--- src/core/ssp_pkg.sv ---
package ssp_pkg;

	// Register byte offsets on the Avalon-MM slave
	localparam logic [5:0] SSP_OFF_CTRL0   = 6'h00;
	localparam logic [5:0] SSP_OFF_CTRL1   = 6'h04;
	localparam logic [5:0] SSP_OFF_DATA    = 6'h08;
	localparam logic [5:0] SSP_OFF_STATUS  = 6'h0C;
	localparam logic [5:0] SSP_OFF_PRESC   = 6'h10;
	localparam logic [5:0] SSP_OFF_IMASK   = 6'h14;
	localparam logic [5:0] SSP_OFF_RIS     = 6'h18;
	localparam logic [5:0] SSP_OFF_MIS     = 6'h1C;
	localparam logic [5:0] SSP_OFF_ICR     = 6'h20;

	// Field positions in control_zero_register
	localparam int SSP_C0_DSS_LSB = 0;
	localparam int SSP_C0_FRF_LSB = 4;
	localparam int SSP_C0_POL_BIT = 6;
	localparam int SSP_C0_PHA_BIT = 7;
	localparam int SSP_C0_SCR_LSB = 8;
	// Field positions in the control one register
	localparam int SSP_C1_EN_BIT  = 1;
	localparam int SSP_C1_SLV_BIT = 2;
	localparam int SSP_C1_DMA_BIT = 3;
	// Interrupt bit positions (overrun, time-out, rx service, tx service)
	localparam int SSP_IRQ_ROR = 0;
	localparam int SSP_IRQ_RTO = 1;
	localparam int SSP_IRQ_RX  = 2;
	localparam int SSP_IRQ_TX  = 3;

	// Values after reset
	localparam logic [15:0] SSP_CTRL0_RST = 16'h0007;
	localparam logic [3:0]  SSP_CTRL1_RST = 4'h0;
	localparam logic [7:0]  SSP_PRESC_RST = 8'h02;
	localparam logic [7:0]  SSP_PRESC_MIN = 8'h02;
	localparam logic [3:0]  SSP_IMASK_RST = 4'h0;

	// Buffer geometry and thresholds
	localparam int          SSP_DW        = 16;
	localparam int          SSP_DEPTH     = 8;
	localparam logic [3:0]  SSP_TX_LEVEL  = 4'h4;
	localparam logic [3:0]  SSP_RX_LEVEL  = 4'h4;
	localparam logic [3:0]  SSP_FULL      = 4'h8;
	localparam logic [5:0]  SSP_CMD_BITS  = 6'h08;
	// Receive time-out in idle serial bit periods
	localparam logic [5:0]  SSP_RTO_BITS  = 6'h20;

	// Frame formats
	typedef enum logic [1:0] {
		SSP_FMT_SPI = 2'h0,
		SSP_FMT_TI  = 2'h1,
		SSP_FMT_MW  = 2'h2
	} ssp_fmt_e;

	// Engine states
	typedef enum logic [3:0] {
		ST_IDLE = 4'b0001,
		ST_LEAD = 4'b0010,
		ST_BITS = 4'b0100,
		ST_TAIL = 4'b1000
	} ssp_state_e;

endpackage : ssp_pkg

--- src/core/ssp_core.sv ---
// Functional notes
// - Prescaler divides the system clock by an even value from 2 to 254.
// - Second divider is one plus rate factor, 1 to 256; product sets bit rate.
// - Software keeps system clock two times (master) or twelve times (slave) the bit rate.
// - Transmit buffer is 8 words of 16 bits, filled by data register writes.
// - Receive buffer is 8 words of 16 bits; each word is registered before loading.
// - Slave started on empty transmit buffer resends the eighth most recent word.
// - With fewer than eight words ever written, such a slave frame sends zero.
// - Transmit buffer empty can raise an interrupt or a DMA request.
// - Four interrupt sources, masked, ORed into one request.
// - Each source has a mask bit; a one enables it.
// - Raw and masked interrupt state are both readable.
// - Frames carry 4 to 16 bits, most significant bit first; the code accepts any data size from 1 to 16 bits.
// - Receive time-out flags when the link stays idle while receive data waits.
// - Select and command formats use an active low select held for the whole frame.
// - Pulsed-frame format drives data on rising and samples on falling edges.
// - Pulsed-frame idle: clock and select low, data output tristated.
// - Pulsed-frame start: select high one clock period, then MSB on next rise.
// - Pulsed-frame received word loads on the first rise after the LSB; as slave the code loads it at the LSB capture edge.
// - Command format: 8-bit command out, one clock wait, 4 to 16 bits back; the code takes 1 to 16 bits back.
// - Select format: idle clock level follows the polarity bit.
// - Select format: phase bit clear samples on first edge, set on second.
// - Select format, phase clear: select goes high between back-to-back words.
// - Select format, phase set: select stays low between continuous words.
// - Select format: select returns high one period after the last capture.
//
// The Avalon-MM register port and the placing of the registers were left to the implementer.
`timescale 1ns/1ps
module ssp_core (
	input  wire logic        clk_i,
	input  wire logic        reset_n_i,
	input  wire logic [5:0]  avs_address_i,
	input  wire logic        avs_read_i,
	input  wire logic        avs_write_i,
	input  wire logic [31:0] avs_writedata_i,
	output logic      [31:0] avs_readdata_o,
	output logic             avs_waitrequest_o,
	input  wire logic        serial_clock_pin_i,
	output logic             serial_clock_pin_o,
	output logic             serial_clock_pin_oe_o,
	input  wire logic        frame_select_pin_i,
	output logic             frame_select_pin_o,
	output logic             frame_select_pin_oe_o,
	output logic             serial_out_pin_o,
	output logic             serial_out_pin_oe_o,
	input  wire logic        serial_in_pin_i,
	output logic             irq_o,
	output logic             dma_tx_req_o
);
	import ssp_pkg::*;

	// Maps a frame bit index onto its direction role for the current format
	function automatic logic bit_used(input logic [5:0] b, input logic [1:0] f, input logic slv,
					  input logic tx, input logic [5:0] n);
		logic cmd_part;
		cmd_part = (b < SSP_CMD_BITS);
		case (f)
			SSP_FMT_TI: bit_used = (b != 6'h00);
			SSP_FMT_MW: bit_used = (tx ^ slv) ? cmd_part : (b > SSP_CMD_BITS);
			default:    bit_used = (b < n);
		endcase
	endfunction : bit_used

	// Left-aligns a transmit word so the shifter always leaves from bit 15
	function automatic logic [15:0] align_word(input logic [15:0] w, input logic [1:0] f,
						   input logic slv, input logic [3:0] dss);
		logic [4:0] sh;
		sh = (f == SSP_FMT_MW && !slv) ? 5'd8 : 5'd15 - {1'b0, dss};
		align_word = w << sh;
	endfunction : align_word

	// Register state
	logic [15:0] ctrl0_r;
	logic [3:0]  ctrl1_r;
	logic [7:0]  presc_r;
	logic [3:0]  imask_r;
	logic        ror_r, rto_r;
	logic [31:0] rdata_r;
	logic        wait_r;

	// Configuration decode
	wire logic [3:0] dss    = ctrl0_r[SSP_C0_DSS_LSB +: 4];
	wire logic [1:0] fmt    = ctrl0_r[SSP_C0_FRF_LSB +: 2];
	wire logic       pol    = ctrl0_r[SSP_C0_POL_BIT];
	wire logic       pha    = ctrl0_r[SSP_C0_PHA_BIT];
	wire logic [7:0] serial_rate_factor    = ctrl0_r[SSP_C0_SCR_LSB +: 8];
	wire logic       enable = ctrl1_r[SSP_C1_EN_BIT];
	wire logic       slave  = ctrl1_r[SSP_C1_SLV_BIT];
	wire logic       is_spi = (fmt == SSP_FMT_SPI);
	wire logic       is_ti  = (fmt == SSP_FMT_TI);
	wire logic [5:0] nbits  = {2'b00, dss} + 6'h01;
	wire logic [5:0] total  = is_ti ? nbits + 6'h01 : (fmt == SSP_FMT_MW) ? nbits + 6'h09 : nbits;
	// Pulsed-frame and phase-set select-format frames launch data on the first edge
	wire logic       launch_first = is_ti | (is_spi & pha);

	// Bus access decode: taken while waitrequest is still high, answered next edge
	wire logic       acc    = (avs_read_i | avs_write_i) & wait_r;
	wire logic       wr_acc = acc & avs_write_i;
	wire logic       rd_acc = acc & avs_read_i;
	wire logic       sel_data = (avs_address_i == SSP_OFF_DATA);

	// Buffers
	logic [15:0] txm [SSP_DEPTH];
	logic [15:0] rxm [SSP_DEPTH];
	logic [2:0]  tx_wp_r, tx_rp_r, rx_wp_r, rx_rp_r;
	logic [3:0]  tx_cnt_r, rx_cnt_r;
	logic        tx_wrapped_r;
	wire logic   tx_empty = (tx_cnt_r == 4'h0);
	wire logic   rx_empty = (rx_cnt_r == 4'h0);
	wire logic   tx_full  = (tx_cnt_r == SSP_FULL);
	wire logic   rx_full  = (rx_cnt_r == SSP_FULL);

	// Pin synchronisers
	logic [1:0]  sck_s, fss_s, din_s;
	logic        sck_d, fss_d;
	wire logic   sck_edge = sck_s[1] ^ sck_d;
	wire logic   fss_fall = fss_d & ~fss_s[1];
	wire logic   fss_rise = ~fss_d & fss_s[1];

	// Bit-rate divider
	logic [6:0]  pre_cnt_r;
	logic [7:0]  rate_cnt_r;
	logic        half_tick_r, bit_tick_r, half_par_r;
	wire logic [6:0] pre_last = presc_r[7:1] - 7'h01;

	// Engine
	ssp_state_e  st_r;
	logic [5:0]  hc_r;
	logic        tail_r;
	logic [15:0] tx_sh_r, rx_sh_r;
	logic        push_r;
	logic [15:0] push_word_r;
	logic [5:0]  idle_bits_r;

	wire logic   step      = slave ? sck_edge : half_tick_r;
	wire logic [5:0] bidx  = {1'b0, hc_r[5:1]};
	wire logic   is_cap    = launch_first ? hc_r[0] : ~hc_r[0];
	wire logic [5:0] nb    = launch_first ? bidx : bidx + 6'h01;
	wire logic   last_edge = (hc_r == {total[4:0], 1'b0} - 6'h01);
	wire logic   tx_bit_on = bit_used(nb, fmt, slave, 1'b1, nbits);
	wire logic   rx_bit_on = bit_used(bidx, fmt, slave, 1'b0, nbits);
	wire logic   m_start   = enable & ~slave & ~tx_empty & half_tick_r;
	wire logic   s_start   = enable & slave & (is_ti ? fss_rise : fss_fall);
	wire logic   s_abort   = slave & ~is_ti & fss_s[1];
	wire logic   s_cont    = slave & is_spi & pha & ~fss_s[1];
	// master keeps going: phase-set select and pulsed format
	wire logic   m_cont    = ~slave & enable & ~tx_empty & (is_ti | (is_spi & pha));
	wire logic   replay_ok = tx_wrapped_r;
	wire logic [15:0] tx_src = !tx_empty ? txm[tx_rp_r] : (replay_ok ? txm[tx_wp_r] : 16'h0000);
	wire logic   load      = (st_r == ST_IDLE & (s_start | (m_start & ~slave)))
				| (st_r == ST_TAIL & half_tick_r & ~tail_r & m_cont)
				| (st_r == ST_BITS & step & last_edge & s_cont);
	wire logic [15:0] load_w = align_word(tx_src, fmt, slave, dss);
	wire logic   tx_pop    = load & ~tx_empty;
	wire logic   tx_push   = wr_acc & sel_data & ~tx_full;
	wire logic   rx_pop    = rd_acc & sel_data & ~rx_empty;

	// Interrupt state
	wire logic [3:0] ris = {tx_cnt_r <= SSP_TX_LEVEL, rx_cnt_r >= SSP_RX_LEVEL, rto_r, ror_r};
	wire logic [3:0] mis = ris & imask_r;

	// Read multiplexer
	wire logic [31:0] rd_mux =
		(avs_address_i == SSP_OFF_CTRL0)  ? {16'h0000, ctrl0_r} :
		(avs_address_i == SSP_OFF_CTRL1)  ? {28'h000_0000, ctrl1_r} :
		sel_data                          ? {16'h0000, rx_empty ? 16'h0000 : rxm[rx_rp_r]} :
		(avs_address_i == SSP_OFF_STATUS) ? {27'h000_0000, st_r != ST_IDLE, rx_full, ~rx_empty,
							~tx_full, tx_empty} :
		(avs_address_i == SSP_OFF_PRESC)  ? {24'h00_0000, presc_r} :
		(avs_address_i == SSP_OFF_IMASK)  ? {28'h000_0000, imask_r} :
		(avs_address_i == SSP_OFF_RIS)    ? {28'h000_0000, ris} :
		(avs_address_i == SSP_OFF_MIS)    ? {28'h000_0000, mis} : 32'h0000_0000;

	// Bus handshake: one wait cycle, then a single-cycle low on waitrequest
	always_ff @(posedge clk_i or negedge reset_n_i) begin
		if (!reset_n_i) begin
			wait_r  <= 1'b1;
			rdata_r <= 32'h0000_0000;
		end else begin
			wait_r <= ~acc;
			if (rd_acc)
				rdata_r <= rd_mux;
		end
	end

	// Software registers; writes to unmapped offsets are dropped
	always_ff @(posedge clk_i or negedge reset_n_i) begin
		if (!reset_n_i) begin
			ctrl0_r <= SSP_CTRL0_RST;
			ctrl1_r <= SSP_CTRL1_RST;
			presc_r <= SSP_PRESC_RST;
			imask_r <= SSP_IMASK_RST;
		end else if (wr_acc) begin
			if (avs_address_i == SSP_OFF_CTRL0)
				ctrl0_r <= avs_writedata_i[15:0];
			if (avs_address_i == SSP_OFF_CTRL1)
				ctrl1_r <= avs_writedata_i[3:0];
			if (avs_address_i == SSP_OFF_PRESC)
				presc_r <= (avs_writedata_i[7:1] == 7'h00) ? SSP_PRESC_MIN : {avs_writedata_i[7:1], 1'b0};
			if (avs_address_i == SSP_OFF_IMASK)
				imask_r <= avs_writedata_i[3:0];
		end
	end

	// two-stage divider; each half tick is half a serial clock period
	always_ff @(posedge clk_i or negedge reset_n_i) begin
		if (!reset_n_i) begin
			pre_cnt_r   <= 7'h00;
			rate_cnt_r  <= 8'h00;
			half_tick_r <= 1'b0;
			half_par_r  <= 1'b0;
			bit_tick_r  <= 1'b0;
		end else begin
			half_tick_r <= 1'b0;
			bit_tick_r  <= 1'b0;
			if (pre_cnt_r >= pre_last) begin
				pre_cnt_r <= 7'h00;
				if (rate_cnt_r >= serial_rate_factor) begin
					rate_cnt_r  <= 8'h00;
					half_tick_r <= 1'b1;
					half_par_r  <= ~half_par_r;
					bit_tick_r  <= half_par_r;
				end else begin
					rate_cnt_r <= rate_cnt_r + 8'h01;
				end
			end else begin
				pre_cnt_r <= pre_cnt_r + 7'h01;
			end
		end
	end

	// pin synchronisers; only the second stage and its delayed copy feed logic
	always_ff @(posedge clk_i or negedge reset_n_i) begin
		if (!reset_n_i) begin
			sck_s <= 2'b00;
			fss_s <= 2'b11;
			din_s <= 2'b00;
			sck_d <= 1'b0;
			fss_d <= 1'b1;
		end else begin
			sck_s <= {sck_s[0], serial_clock_pin_i};
			fss_s <= {fss_s[0], frame_select_pin_i};
			din_s <= {din_s[0], serial_in_pin_i};
			sck_d <= sck_s[1];
			fss_d <= fss_s[1];
		end
	end

	// transmit buffer; memory keeps old words for slave replay
	always_ff @(posedge clk_i) begin
		if (tx_push)
			txm[tx_wp_r] <= avs_writedata_i[15:0];
	end

	// replay is only allowed once eight words have been written
	always_ff @(posedge clk_i or negedge reset_n_i) begin
		if (!reset_n_i) begin
			tx_wp_r      <= 3'h0;
			tx_rp_r      <= 3'h0;
			tx_cnt_r     <= 4'h0;
			tx_wrapped_r <= 1'b0;
		end else begin
			if (tx_push) begin
				tx_wp_r <= tx_wp_r + 3'h1;
				if (tx_wp_r == 3'h7)
					tx_wrapped_r <= 1'b1;
			end
			if (tx_pop)
				tx_rp_r <= tx_rp_r + 3'h1;
			tx_cnt_r <= tx_cnt_r + {3'h0, tx_push} - {3'h0, tx_pop};
		end
	end

	// receive buffer, loaded from the registered word
	always_ff @(posedge clk_i) begin
		if (push_r && !rx_full)
			rxm[rx_wp_r] <= push_word_r;
	end

	always_ff @(posedge clk_i or negedge reset_n_i) begin
		if (!reset_n_i) begin
			rx_wp_r  <= 3'h0;
			rx_rp_r  <= 3'h0;
			rx_cnt_r <= 4'h0;
		end else begin
			if (push_r && !rx_full)
				rx_wp_r <= rx_wp_r + 3'h1;
			if (rx_pop)
				rx_rp_r <= rx_rp_r + 3'h1;
			rx_cnt_r <= rx_cnt_r + {3'h0, push_r & ~rx_full} - {3'h0, rx_pop};
		end
	end

	// Sticky status: a hardware set wins over a clear in the same cycle
	always_ff @(posedge clk_i or negedge reset_n_i) begin
		if (!reset_n_i) begin
			ror_r       <= 1'b0;
			rto_r       <= 1'b0;
			idle_bits_r <= 6'h00;
		end else begin
			// overrun when a word arrives at a full buffer
			if (push_r && rx_full)
				ror_r <= 1'b1;
			else if (wr_acc && avs_address_i == SSP_OFF_ICR && avs_writedata_i[SSP_IRQ_ROR])
				ror_r <= 1'b0;
			// count idle bit periods while data waits
			if (st_r != ST_IDLE || rx_empty || rx_pop)
				idle_bits_r <= 6'h00;
			else if (bit_tick_r && idle_bits_r != SSP_RTO_BITS)
				idle_bits_r <= idle_bits_r + 6'h01;
			if (bit_tick_r && idle_bits_r == SSP_RTO_BITS - 6'h01 && st_r == ST_IDLE && !rx_empty)
				rto_r <= 1'b1;
			else if (wr_acc && avs_address_i == SSP_OFF_ICR && avs_writedata_i[SSP_IRQ_RTO])
				rto_r <= 1'b0;
		end
	end

	// Serial engine: one step per half period (master) or per clock edge (slave)
	always_ff @(posedge clk_i or negedge reset_n_i) begin
		if (!reset_n_i) begin
			st_r                  <= ST_IDLE;
			hc_r                  <= 6'h00;
			tail_r                <= 1'b0;
			tx_sh_r               <= 16'h0000;
			rx_sh_r               <= 16'h0000;
			push_r                <= 1'b0;
			push_word_r           <= 16'h0000;
			serial_clock_pin_o    <= 1'b0;
			frame_select_pin_o    <= 1'b1;
			serial_out_pin_o      <= 1'b0;
		end else begin
			push_r <= 1'b0;
			if (load) begin
				hc_r    <= 6'h00;
				tail_r  <= 1'b0;
				rx_sh_r <= 16'h0000;
				// keep the word that ends here
				if (st_r == ST_BITS)
					push_word_r <= {rx_sh_r[14:0], din_s[1]};
				push_r  <= (st_r != ST_IDLE);
				// MSB leaves first when data goes out before the first edge
				if (!launch_first && bit_used(6'h00, fmt, slave, 1'b1, nbits)) begin
					serial_out_pin_o <= load_w[15];
					tx_sh_r          <= load_w << 1;
				end else begin
					serial_out_pin_o <= 1'b0;
					tx_sh_r          <= load_w;
				end
				// sync pulse high; select low for the frame
				frame_select_pin_o <= is_ti;
				st_r <= (slave || is_ti) ? ST_BITS : ST_LEAD;
			end else begin
				case (st_r)
				ST_IDLE: begin
					serial_clock_pin_o <= is_spi & pol;
					frame_select_pin_o <= ~is_ti;
					serial_out_pin_o   <= 1'b0;
				end
				ST_LEAD: begin
					if (half_tick_r)
						st_r <= ST_BITS;
				end
				ST_BITS: begin
					if (s_abort) begin
						st_r <= ST_IDLE;
					end else if (step) begin
						hc_r <= hc_r + 6'h01;
						// clock toggles only inside a frame
						if (!slave)
							serial_clock_pin_o <= ~serial_clock_pin_o;
						if (is_cap && rx_bit_on)
							rx_sh_r <= {rx_sh_r[14:0], din_s[1]};
						// MSB presented on the launch edge after the sync period
						if (!is_cap) begin
							serial_out_pin_o <= tx_bit_on ? tx_sh_r[15] : 1'b0;
							if (tx_bit_on)
								tx_sh_r <= tx_sh_r << 1;
							if (is_ti && hc_r == 6'h02)
								frame_select_pin_o <= 1'b0;
						end
						if (last_edge) begin
							// final word holds the bits sampled after the command as master, the command bits as slave
							push_word_r <= (is_cap && rx_bit_on) ? {rx_sh_r[14:0], din_s[1]} : rx_sh_r;
							if (slave) begin
								push_r <= 1'b1;
								st_r   <= ST_IDLE;
							end else begin
								st_r <= ST_TAIL;
							end
						end
					end
				end
				ST_TAIL: begin
					if (half_tick_r) begin
						// load on the next rising time after the last sample
						if (!tail_r)
							push_r <= 1'b1;
						tail_r <= 1'b1;
						// select high a period after the last capture
						if (tail_r || !launch_first) begin
							st_r <= ST_IDLE;
							frame_select_pin_o <= ~is_ti;
							serial_out_pin_o   <= 1'b0;
						end
					end
				end
				default: st_r <= ST_IDLE;
				endcase
			end
		end
	end

	// Pad enables and request outputs, all registered
	always_ff @(posedge clk_i or negedge reset_n_i) begin
		if (!reset_n_i) begin
			serial_clock_pin_oe_o <= 1'b0;
			frame_select_pin_oe_o <= 1'b0;
			serial_out_pin_oe_o   <= 1'b0;
			irq_o                 <= 1'b0;
			dma_tx_req_o          <= 1'b0;
		end else begin
			serial_clock_pin_oe_o <= enable & ~slave;
			frame_select_pin_oe_o <= enable & ~slave;
			// data line released when the pulsed format is idle
			serial_out_pin_oe_o   <= enable & (slave ? (st_r != ST_IDLE) : (~is_ti | st_r != ST_IDLE));
			// masked sources ORed onto one request
			irq_o                 <= |mis;
			// request more data when the transmit buffer runs dry
			dma_tx_req_o          <= enable & ctrl1_r[SSP_C1_DMA_BIT] & tx_empty;
		end
	end

	assign avs_readdata_o    = rdata_r;
	assign avs_waitrequest_o = wait_r;

endmodule : ssp_core

--- config.mk ---
export PLATFORM = sky130hd
export DESIGN_NAME = ssp_core
export DESIGN_NICKNAME = d
export VERILOG_FILES = /design/src/core/ssp_pkg.sv /design/src/core/ssp_core.sv
export SDC_FILE = /design/constraint.sdc
export NUM_CORES = 1
export LEC_CHECK = 0
export BUFFER_PORTS_ARGS = -buffer_cell sky130_fd_sc_hd__buf_2
export CORE_UTILIZATION = 45
export DETAILED_ROUTE_END_ITERATION = 8
export SETUP_SLACK_MARGIN = 0.5
export SLEW_MARGIN = 30
export SYNTH_ARGS = -nofsm -noshare
export SYNTH_HDL_FRONTEND = slang
export SYNTH_SLANG_ARGS = --single-unit
--- constraint.sdc ---
create_clock -name clk_i -period 9.4 [get_ports clk_i]
set_input_delay 0.47 -clock clk_i [delete_from_list [all_inputs] [get_ports clk_i]]
set_output_delay 0.47 -clock clk_i [all_outputs]
set_load 0.02 [all_outputs]
Word level (Yosys, flattened, before mapping)
Memories as Yosys holds them, arrays and structs flattened.
Cells that the tools add are included.
W data, S select, Z words.
Operators by class
  shift-type cells: 1
  $add $sub $neg: 19
  mux-type cells: 107
  equality and inequality tests: 37
  order comparisons: 11
  reduce and logical (&&, ||, !) cells: 54
  bitwise operators: 57
Operator list (number)
  $mux W16: 24
  $mux W1: 48
  $mux W4: 11
  $mux W6: 7
  $and A1 B1 Y1: 35
  $mux W8: 4
  $eq A6 B5 Y1 const B: 5
  $reduce_bool A2 Y1: 10
  $pmux W4 S4: 1
  $shl A16 B5 Y16: 1
  $mux W5: 3
  $ne A3 B3 Y1 const B: 5
  $not A1 Y1: 14
  $reduce_and A2 Y1: 7
  $logic_and A1 B1 Y1: 13
  $add A3 B1 Y3 const B: 4
  $add A6 B1 Y6 const B: 2
  $eq A4 B4 Y1 const B: 3
  $eq A6 B4 Y1 const B: 2
  $reduce_and A6 Y1: 2
  $reduce_bool A6 Y1: 2
  $pmux W1 S2: 5
  $reduce_and A5 Y1: 2
  $add A4 B1 Y4: 2
  other kinds (54): 74
Word-level totals
  flip-flop bits (word level): 187
  logic and storage cells: 328
  memory bits (writable): 256
  output and inout port bits: 41
  memories kept: 2
Memories
  rxm: depth 8, width 16, read ports 1, clocked after memory_dff 0, write ports 1, RTL line ssp_core.sv:104  | logic [15:0] rxm [SSP_DEPTH];
  txm: depth 8, width 16, read ports 2, clocked after memory_dff 0, write ports 1, RTL line ssp_core.sv:103  | logic [15:0] txm [SSP_DEPTH];

Longest topological paths before layout
Gate-level depths: netlist of the first run.
  depth after elaboration: 13
  mapped depth: 19

Worst setup path after synthesis of the first run
OpenSTA, ideal clock, no wires.
  path kind: input port to flip-flop
  start point: in avs_address_i[4]
  end point: mem txm[0][0] (enable)
  cell stages on the path: 6
  data required time: 8.970 ns
  setup time: 0.430 ns
  arrival time: 3.384 ns
  path slack: 5.585 ns
  path buffers: 2
  cell sequence: clkbuf_1 nor2_1 nand3_1 or4b_2 clkbuf_1 nor4_1
Between the ends
  cells in the longest elaborated chain, start to end: 5
Ends and longest elaborated chain
  start: declaration: RTL line ssp_core.sv:32  | input wire logic [5:0] avs_address_i,
  $eq A6 B4 Y1: RTL line ssp_core.sv:100  | wire logic sel_data = (avs_address_i == SSP_OFF_DATA);
  $and A1 B1 Y1 (2 in series): RTL line ssp_core.sv:155  | wire logic tx_push = wr_acc & sel_data & ~tx_full;
  $mux W1: RTL line ssp_core.sv:251  | if (tx_push)
  $mux W1 (implied by the code): RTL line ssp_core.sv:252  | txm[tx_wp_r] <= avs_writedata_i[15:0];
  end: declaration: RTL line ssp_core.sv:103
Every way passes these cells.

Worst setup path after layout of the first run
  start point: reg ctrl0_r[5]
  end point: reg tx_cnt_r[3]
Between the ends
  cells in the longest elaborated chain, start to end: 10
  elaborated cells between the ends (all ways): 24
  those cells by class: 2 x add/sub; 3 x eq/ne; 3 x mux; 15 x bitwise; 1 x reduce/logical
Ends and longest elaborated chain
  start: declaration: RTL line ssp_core.sv:73  | logic [15:0] ctrl0_r;
  start signal: assignment: RTL line ssp_core.sv:195  | ctrl0_r <= avs_writedata_i[15:0];
  $eq A2 B2 Y1: RTL line ssp_core.sv:92  | wire logic [5:0] total = is_ti ? nbits + 6'h01 : (fmt == SSP_FMT_MW) ? nbits + 6'h09 : nbits;
  $mux W5 (2 in series): RTL line ssp_core.sv:92
  $sub A6 B1 Y6: RTL line ssp_core.sv:139  | wire logic last_edge = (hc_r == {total[4:0], 1'b0} - 6'h01);
  $eq A6 B6 Y1: RTL line ssp_core.sv:139
  $and A1 B1 Y1 (2 in series): RTL line ssp_core.sv:152  | | (st_r == ST_BITS & step & last_edge & s_cont);
  $or A1 B1 Y1 (*): RTL line ssp_core.sv:152
  $and A1 B1 Y1 (*): RTL line ssp_core.sv:154  | wire logic tx_pop = load & ~tx_empty;
  net tx_pop: RTL line ssp_core.sv:154
  $sub A4 B1 Y4 (*): RTL line ssp_core.sv:270  | tx_cnt_r <= tx_cnt_r + {3'h0, tx_push} - {3'h0, tx_pop};
  end signal: assignment: RTL line ssp_core.sv:270
  end: declaration: RTL line ssp_core.sv:106  | logic [3:0] tx_cnt_r, rx_cnt_r;
The timed path passes the listed nets; every way through them passes the cells marked *.
A chain may end at the register's enable or synchronous reset.

==> results of run 1 <==
[where the power goes]
group / internal, mW / switching, mW
Clock: 1.09 / 0.756
Combinational: 0.487 / 0.683
Sequential: 2.08 / 0.105
[layer usage]
layer | global-route usage [%] | part of all wire, %
met5 | 0 | 0.080
met3 | 3.06 | 4.5
met4 | 8.74 | 3.7
met1 | 29.1 | 45
met2 | 34.5 | 47
[layout make-up]
| cell class | instances | area (µm²) | area share, % |
|---|---|---|---|
| multi-input combinational | 1057 | 8440 | 36.0 |
| timing repair buffer | 89 | 563 | 2.40 |
| sequential | 426 | 12000 | 51.0 |
| tap | 600 | 751 | 3.20 |
| inverter | 47 | 176 | 0.752 |
| clock buffer | 67 | 1390 | 5.94 |
| clock inverter | 17 | 178 | 0.757 |
[cells by family after synthesis]
kind of cell,share of synthesized area [%]
AO/OA/AOI/OAI,9.56
XOR/XNOR,2.14
adder cells (fa/ha/maj),3.51
buffers and inverters,3.49
flip-flops,56.9
multiplexers,15.2
other,0.0178
AND/OR/NAND/NOR,9.15
[per-stage QoR]
stage / setup WS (ns) / std cells / area, µm² / power (mW)
5_1_grt: 4.76 / 2303 / 23500 / 5.44
2_1_floorplan: 5.59 / 1634 / 21100 / 3.09
3_3_place_gp: 5.29 / 2215 / 21800 / 3.36
6_report: 5.16 / 2303 / 23500 / 5.20
4_1_cts: 5.16 / 2303 / 23400 / 5.24
3_5_place_dp: 5.20 / 2216 / 21800 / 3.38
[synthesized netlist by cell type (44+ instances only)]
cell,instances
edfxtp_1,256
dfrtp_1,160
nand2_1,129
mux2i_1,122
nor2_1,106
mux4_2,66
o21ai_0,61
a21oi_1,55
ha_1,55
nand3_1,49
inv_1,47
clkbuf_1,46
mux2_2,44
[flip-flops by register name (all words and copies together) (netlist names), 8 cells and up]
| signal | cells |
|---|---|
| avs_readdata_o | 16 |
| ctrl0_r | 16 |
| push_word_r | 16 |
| rate_cnt_r | 8 |
| rx_sh_r | 16 |
| rxm | 128 |
| tx_sh_r | 16 |
| txm | 128 |
[what timing repair did]
| action | 4_1_cts | 5_1_grt |
|---|---|---|
| endpoints found under the hold margin | 3 | 0 |
| resized for setup | 0 | 0 |
| hold buffers | 3 | 0 |
[worst paths after layout]
kind                       slack, ns  startpoint                 to  cells past startpoint
hold reg to reg                 0.35    sck_s[0]           sck_s[1]                      0
min in group clk_i              0.03  avs_read_i  avs_waitrequest_o                      2
max in group asynchronous       8.20   reset_n_i         tx_wp_r[2]                      2
setup reg to reg                5.16  ctrl0_r[5]        tx_cnt_r[3]                     18
setup / recovery                5.16  ctrl0_r[5]        tx_cnt_r[3]                     18
hold / removal                 -0.03   reset_n_i           din_s[0]                      1
[worst max-delay path: stages (launching register included)]
cell      delay [ns]
dfrtp_1         0.44
inv_1           0.10
ha_1            0.63
nor2_1          0.22
nor2_1          0.16
xor2_1          0.18
ha_1            0.22
xor2_1          0.18
xnor2_1         0.09
nor4_2          0.26
o2111a_2        0.32
nor2_2          0.05
nor2_1          0.22
ha_1            0.19
inv_1           0.07
ha_1            0.27
a21o_1          0.17
a21oi_1         0.17
xor2_1          0.18
==> impl_metrics.yaml, run 1 <==
clock_network:
  clock_sinks: 426
  root_buffer: "clkbuf_16"
  clkLatencyLatePin_ns: 0.59
  cts_setup_buffers: 0
  htreeDepth: 2
  clkTransAtPathRegs_ns: 0.06
  cts_max_path_buffers: 3
  cts_buffers: 45
  cts_tree: "built"
sta:
  finalCriticalPeriod_ns: 4.24
  fin_skew_ns: 0.0307
  whs_ns: -0.0333
  fin_tns_setup_ns: 0
  drv_slew: 0
  hold_violations: 11
  final-setup-viol-count: 0
  fmax_mhz: 236
  relSlewSlack_pct: 29.3
  tightest_slew_ns: 1.06
  rsz0062_at_grt: "no"
  period_share_pct: 45.1
grt:
  grt_pass1_vias: 13172
  overflow: 0
  grt_max_degree: 100
  grt_pass1_wl_um: 77200
  antenna_found_initial: 3
  grt_usage_pct: 21.4
die:
  placeableCoreArea_um2: 45700
  rows: 78
  initial_core_util_pct: 46.0
  die_h_um: 218
  dieWidth_um: 218
  die_area_um2: 47600
  ios: 86
synthesis:
  synth_cell_types: 82
  syn_area_per_cell_um2: 13.0
  syn_inst: 1619
  synth-edff-count: 256
  netlist_area_um2: 21000
  synth-async-reset-ratio_pct: 39.9
  synth_top_area_share_pct: 36.6
  synth_seq_area_share_pct: 56.9
  synth_area_leaders: "edfxtp_1 (37%), dfrtp_1 (19%), mux4_2 (7.1%), mux2i_1 (5.8%), ha_1 (3.3%)"
  synth_top_cell_by_area: "edfxtp_1"
  ys_ff_latch: 426
  yosys_warnings: 0
  synth_flop_cell: "edfxtp_1"
layout:
  layout_commonest_cell: "edfxtp_1"
  layout-drive-gt1-share_pct: 19.1
  fillers: 3923
  final_cell_mix: "edfxtp_1 (256), dfrtp_1 (154), nand2_1 (128)"
  insertedDiodeCount: 0
  final_nets: 1768
  final_util_pct: 51.4
  areaGrowthSynthToFinish_pct: 11.7
placed_design:
  dp.final_hpwl_um: 33100
  port_buffers: 53
  gp_routability_congestion: 0.874
flow_run:
  maxCapViolCount: 0
drt:
  vias_per_cell: 5.80
  num_vias: 13365
  ant_nets: 0
  wl_um: 49800
  post_drt_wl_per_cell_um: 21.6
  drc_errors: 0
  drt_pass1_iterations: 5
  drtIter0Drc: 960
worst_setup_path:
  startpoint_type: "flip-flop"
  critical_path_class: "flip-flop to flip-flop"
  crit_path_end_kind: "flip-flop"
  required_ns: 9.90
  critPathMaxFanout: 19
  arrival_ns: 4.75
power:
  power_density_nw_per_um2: 221
  p_leak_nw: 8.75
  vdd_ir_drop_max_mv: 0.165
status:
  violations: "hold timing"
  status: "complete, but fails checks"
min_path:
  hp-class: "primary input to asynchronous set/reset pin"
No activity file was read; power rests on OpenSTA's default activity.
==> run 2, diff against run 1 <==
- clock period: 9.4 -> 4.2 ns (I/O delays scaled with it)
==> run 2 against run 1 <==
The run now ends clean. Routed wire length grew 1.1%. Final cell count rose by 2.0%. Combinational power up 130%. Worst setup slack lost 4.5 ns. Maximum frequency increased by 19%. Sequential share of layout area down 0.83 points. Die area stayed put. Register-to-register slack lost 4.5 ns. Clock power grew 120%. Sequential cell count is the same. Sequential power up 130%. Clock skew fell by 0.014 ns. Critical path type unchanged.
==> impl_metrics.yaml, run 2 (synthesis results as in run 1) <==
sta:
  period_share_pct: 84.8
  fin_tns_setup_ns: 0
  rsz0062_at_grt: "yes"
  tightest_slew_ns: 0.866
  hold_violations: 0
  relSlewSlack_pct: 41.4
  fmax_mhz: 281
  final-setup-viol-count: 0
  fin_skew_ns: 0.0171
  finalCriticalPeriod_ns: 3.56
  drv_slew: 0
clock_network:
  cts_buffers: 46
  root_buffer: "clkbuf_16"
  clock_sinks: 426
  htreeDepth: 2
  clkTransAtPathRegs_ns: 0.06
  clkLatencyLatePin_ns: 0.59
  cts_tree: "built"
  cts_max_path_buffers: 3
drt:
  post_drt_wl_per_cell_um: 21.4
  ant_nets: 0
  drt_pass1_iterations: 5
  drc_errors: 0
  drtIter0Drc: 986
  wl_um: 50300
  vias_per_cell: 5.75
  num_vias: 13519
die:
  dieWidth_um: 218
  die_h_um: 218
  placeableCoreArea_um2: 45700
  ios: 86
  die_area_um2: 47600
  rows: 78
  initial_core_util_pct: 46.0
grt:
  grt_pass1_vias: 13520
  grt_max_degree: 90
  overflow: 0
  antenna_found_initial: 3
  grt_pass1_wl_um: 78000
  grt_usage_pct: 21.5
layout:
  final_nets: 1813
  final_cell_mix: "edfxtp_1 (256), dfrtp_1 (154), nand2_1 (129)"
  areaGrowthSynthToFinish_pct: 13.6
  layout_commonest_cell: "edfxtp_1"
  layout-drive-gt1-share_pct: 21.1
  reg.largest.list: "rxm (128), txm (128)"
placed_design:
  port_buffers: 53
  gp_routability_congestion: 0.889
  dp.final_hpwl_um: 34500
power:
  p_leak_nw: 9.00
  power_mw: 11.6
  power_density_nw_per_um2: 487
  vdd_ir_drop_max_mv: 0.329
flow_run:
  maxCapViolCount: 0
worst_setup_path:
  arrival_ns: 4.03
  required_ns: 4.67
  critical_path_class: "flip-flop to flip-flop"
  critPathMaxFanout: 18
  startpoint_type: "flip-flop"
  crit_path_end_kind: "flip-flop"
status:
  status: "finished clean"
min_path:
  hp-class: "primary input to flip-flop"
## run 2: cell types whose count changed in the layout (fill, tap and decap cells not counted), moves of 3 or more
cell	delta
clkbuf_8	-7
clkinvlp_4	+4
dlygate4sd3_1	+14
ha_1	-3
clkbuf_16	-3
clkinv_2	+4
buf_4	+30
clkbuf_1	-3
clkinv_4	+4
ha_4	+3
## run 2: critical path: stages (launching register included)
cell and delay (ns):
dfrtp_2 0.45, inv_1 0.10, ha_1 0.24, buf_6 0.21, and3b_1 0.19, mux2i_1 0.15, o211ai_1 0.13, xor2_1 0.28
nor3_1 0.12, o2111a_2 0.29, nor2_2 0.15, nor2_2 0.07, ha_1 0.28, inv_1 0.04, ha_1 0.20, fa_1 0.39
xor2_1 0.17
## run 2: area by class of cell
class                      count  area (µm²)
multi-input combinational   1057        8510
tap                          600         751
sequential                   426       12000
timing repair buffer         133         935
clock buffer                  55        1220
fill                        3948       21800
inverter                      47         176
clock inverter                30         298
antenna                        2        5.00
## run 2: where the power goes
| part | internal, mW | switching (mW) | total [mW] |
|---|---|---|---|
| clock network | 2.30 | 1.73 | 4.03 |
| registers | 4.65 | 0.273 | 4.92 |
| logic | 1.14 | 1.52 | 2.66 |
| total | 8.09 | 3.53 | 11.6 |
## run 2: through the flow
step	setup slack (ns)	std cells	util (%)	hold slack, ns	area [µm²]
floorplan	0.554	1634	-	-0.0856	21100
global placement	0.363	2237	48.2	0.316	22000
detailed placement	0.297	2238	48.2	0.320	22000
CTS	0.519	2343	52.0	0.000299	23800
global route	0.473	2348	52.2	0.0264	23900
finish	0.637	2350	52.3	0.0290	23900
## run 2: metal layers
layer  up-vias  global-route usage [%]  wire length (µm)
met3        96                    3.24              2450
met2       336                    35.8             24700
met1      6794                    28.5             21600
met4         4                    8.00              1540
met5         -                       0                32
li1       6289                       -                 -
## run 2: path summary, 6_finish.rpt
path	start	end	slack, ns	cells past startpoint
max in group asynchronous	reset_n_i	tx_sh_r[2]	2.83	3
worst min register to register	sck_s[0]	sck_s[1]	0.35	0
worst min-delay path	avs_writedata_i[5]	txm[6][5]	0.03	1
worst max register to register	ctrl0_r[5]	tx_cnt_r[2]	0.64	16
min in group asynchronous	reset_n_i	din_s[0]	0.24	2
worst max-delay path	ctrl0_r[5]	tx_cnt_r[2]	0.64	16
## run 2: timing repair
| action | 4_1_cts | 5_1_grt |
|---|---|---|
| endpoints found under the setup margin | 3 | 9 |
| resized for setup | 5 | 12 |
| pin swaps | 0 | 2 |
| hold endpoints to repair | 172 | 0 |
| hold buffers | 17 | 0 |
| setup buffers | 3 | 5 |
==> run 3, diff against run 2 <==
- clock period: 4.2 -> 3.1 ns (I/O delays scaled with it)
==> run 3 against run 2 <==
The run now ends with setup timing left. Maximum frequency increased by 6.0%. Final cell count is 5.1% higher. Sequential power is 36% higher. Sequential share of layout area is 3.5 points lower. Critical path depth is 2 lower. Highest routed layer unchanged.
==> impl_metrics.yaml, run 3 (synthesis results as in run 1) <==
status:
  status: "complete, but fails checks"
  violations: "setup timing"
min_path:
  hold_depth: 4
  hold_end: "rto_r"
  min_from: "avs_writedata_i[1]"
  hp-class: "primary input to flip-flop"
drt:
  wl_um: 53400
  vias_per_cell: 5.73
  drt_pass1_iterations: 5
  ant_nets: 0
  drc_errors: 0
  post_drt_wl_per_cell_um: 21.6
  drtIter0Drc: 909
  num_vias: 14153
placed_design:
  dp.final_hpwl_um: 36500
  pre_cts_ws_ns: -0.322
  placed_cells_incl_taps: 2330
  port_buffers: 53
  placed_area_um2: 23000
  gp_routability_congestion: 0.916
power:
  vdd_ir_drop_max_mv: 0.476
  pwr-share-seq_pct: 40.1
  power_density_nw_per_um2: 650
  p_sw_mw: 5.06
  swShare_pct: 30.3
  clock_power_share_pct: 32.9
  p_comb_share_pct: 26.9
  p_leak_nw: 9.73
  power_mw: 16.7
  internal_power_mw: 11.6
worst_setup_path:
  crit_path_end_kind: "flip-flop"
  arrival_ns: 3.81
  r2r_cells: 14
  startpoint_type: "flip-flop"
  critPathMaxFanout: 4
  reg2reg_from: "ctrl0_r[0]"
  r2r_setup_slack_ns: -0.26
  critical_path_class: "flip-flop to flip-flop"
  required_ns: 3.55
  regToRegEndpoint: "tx_cnt_r[2]"
sta:
  tightest_slew_ns: 0.767
  period_share_pct: 108
  hold_violations: 0
  finalCriticalPeriod_ns: 3.36
  fin_tns_setup_ns: -7.57
  relSlewSlack_pct: 48.2
  rsz0062_at_grt: "yes"
  final-setup-viol-count: 58
  drv_slew: 0
  fmax_mhz: 298
  fin_ws_ns: -0.261
  whs_ns: 0.0264
  fin_skew_ns: 0.0317
die:
  rows: 78
  ios: 86
  dieWidth_um: 218
  die_h_um: 218
  die_area_um2: 47600
  placeableCoreArea_um2: 45700
  initial_core_util_pct: 46.0
clock_network:
  clkTransAtPathRegs_ns: 0.06
  cts_max_path_buffers: 3
  cts_buffers: 47
  clock_sinks: 426
  clkLatencyLatePin_ns: 0.59
  root_buffer: "clkbuf_16"
  htreeDepth: 2
  cts_tree: "built"
layout:
  reg.largest.list: "rxm (128), txm (128)"
  final_cell_mix: "edfxtp_1 (256), dfrtp_1 (154), buf_4 (143)"
  layout_commonest_cell: "edfxtp_1"
  areaGrowthSynthToFinish_pct: 22.1
  postLayoutCellArea_um2: 25600
  final_util_pct: 56.2
  final-instance-count-excl-fill: 2470
  insertedDiodeCount: 0
  final_nets: 1933
  layout-drive-gt1-share_pct: 30.0
grt:
  grt_max_degree: 73
  grt_pass1_vias: 14479
  antenna_found_initial: 3
  overflow: 0
  grt_usage_pct: 22.9
  grt_pass1_wl_um: 83200
flow_run:
  maxCapViolCount: 0
-- run 3: changes by cell type in the layout (fill, tap and decap cells not counted), sizes merged --
cell	change
diode	-2
bufinv	-1
or2	+1
buf	+112
inv	-1
bufbuf	+1
clkinvlp	-5
dlygate4sd3	+4
clkinv	-4
clkbuf	+15
-- run 3: worst max-delay path by stage --
stage | slack [ns] | startpoint | depth (start not counted) | end
final | -0.26 | ctrl0_r[0] | 14 | tx_cnt_r[2]
after global placement | -0.29 | ctrl0_r[0] | 15 | tx_cnt_r[3]
after detailed placement | -0.32 | ctrl0_r[0] | 15 | tx_cnt_r[3]
after global routing | -0.37 | ctrl0_r[0] | 15 | tx_cnt_r[2]
after CTS | -0.22 | ctrl0_r[0] | 14 | tx_cnt_r[2]
after floorplan | -0.32 | ctrl0_r[0] | 15 | tx_cnt_r[1]
-- run 3: area by class of cell --
| type | instances | area, µm² |
|---|---|---|
| clock buffer | 69 | 1340 |
| sequential | 426 | 12000 |
| fill | 3781 | 20000 |
| tap | 600 | 751 |
| timing repair buffer | 251 | 2140 |
| multi-input combinational | 1058 | 9090 |
| clock inverter | 19 | 184 |
| inverter | 47 | 181 |
-- run 3: routing by layer --
| layer | GRT usage, % | wire length, µm | up-vias |
|---|---|---|---|
| li1 | - | - | 6527 |
| met1 | 30.8 | 23000 | 7184 |
| met2 | 38.3 | 26300 | 353 |
| met3 | 3.17 | 2690 | 85 |
| met4 | 7.39 | 1370 | 4 |
| met5 | 0 | 27 | - |
-- run 3: critical path, cell delays in order, from the launching register on --
cell      delay [ns]
dfstp_2         0.60
ha_4            0.20
xor3_1          0.36
nor4_4          0.27
nor3_2          0.10
o211ai_1        0.24
nor3_2          0.08
o2111a_2        0.28
nor2_4          0.12
nor2_4          0.05
ha_4            0.26
inv_2           0.04
ha_4            0.15
fa_2            0.33
xor2_1          0.16
-- run 3: what timing repair did --
item                                    CTS  global route
cloned                                    2             0
hold buffers                             21             0
resized for setup                        38           108
endpoints found under the setup margin  102            80
pin swaps                                17            48
setup buffers                            11            18
hold endpoints to repair                203             0
-- run 3: power groups by stage --
stage               registers (mW)  logic, mW  clock network, mW
floorplan                     6.60       2.87                  0
global placement              6.77       3.89                  0
detailed placement            6.77       3.95                  0
CTS                           6.68       4.19               5.59
global route                  6.74       4.87               5.82
finish                        6.69       4.49               5.49
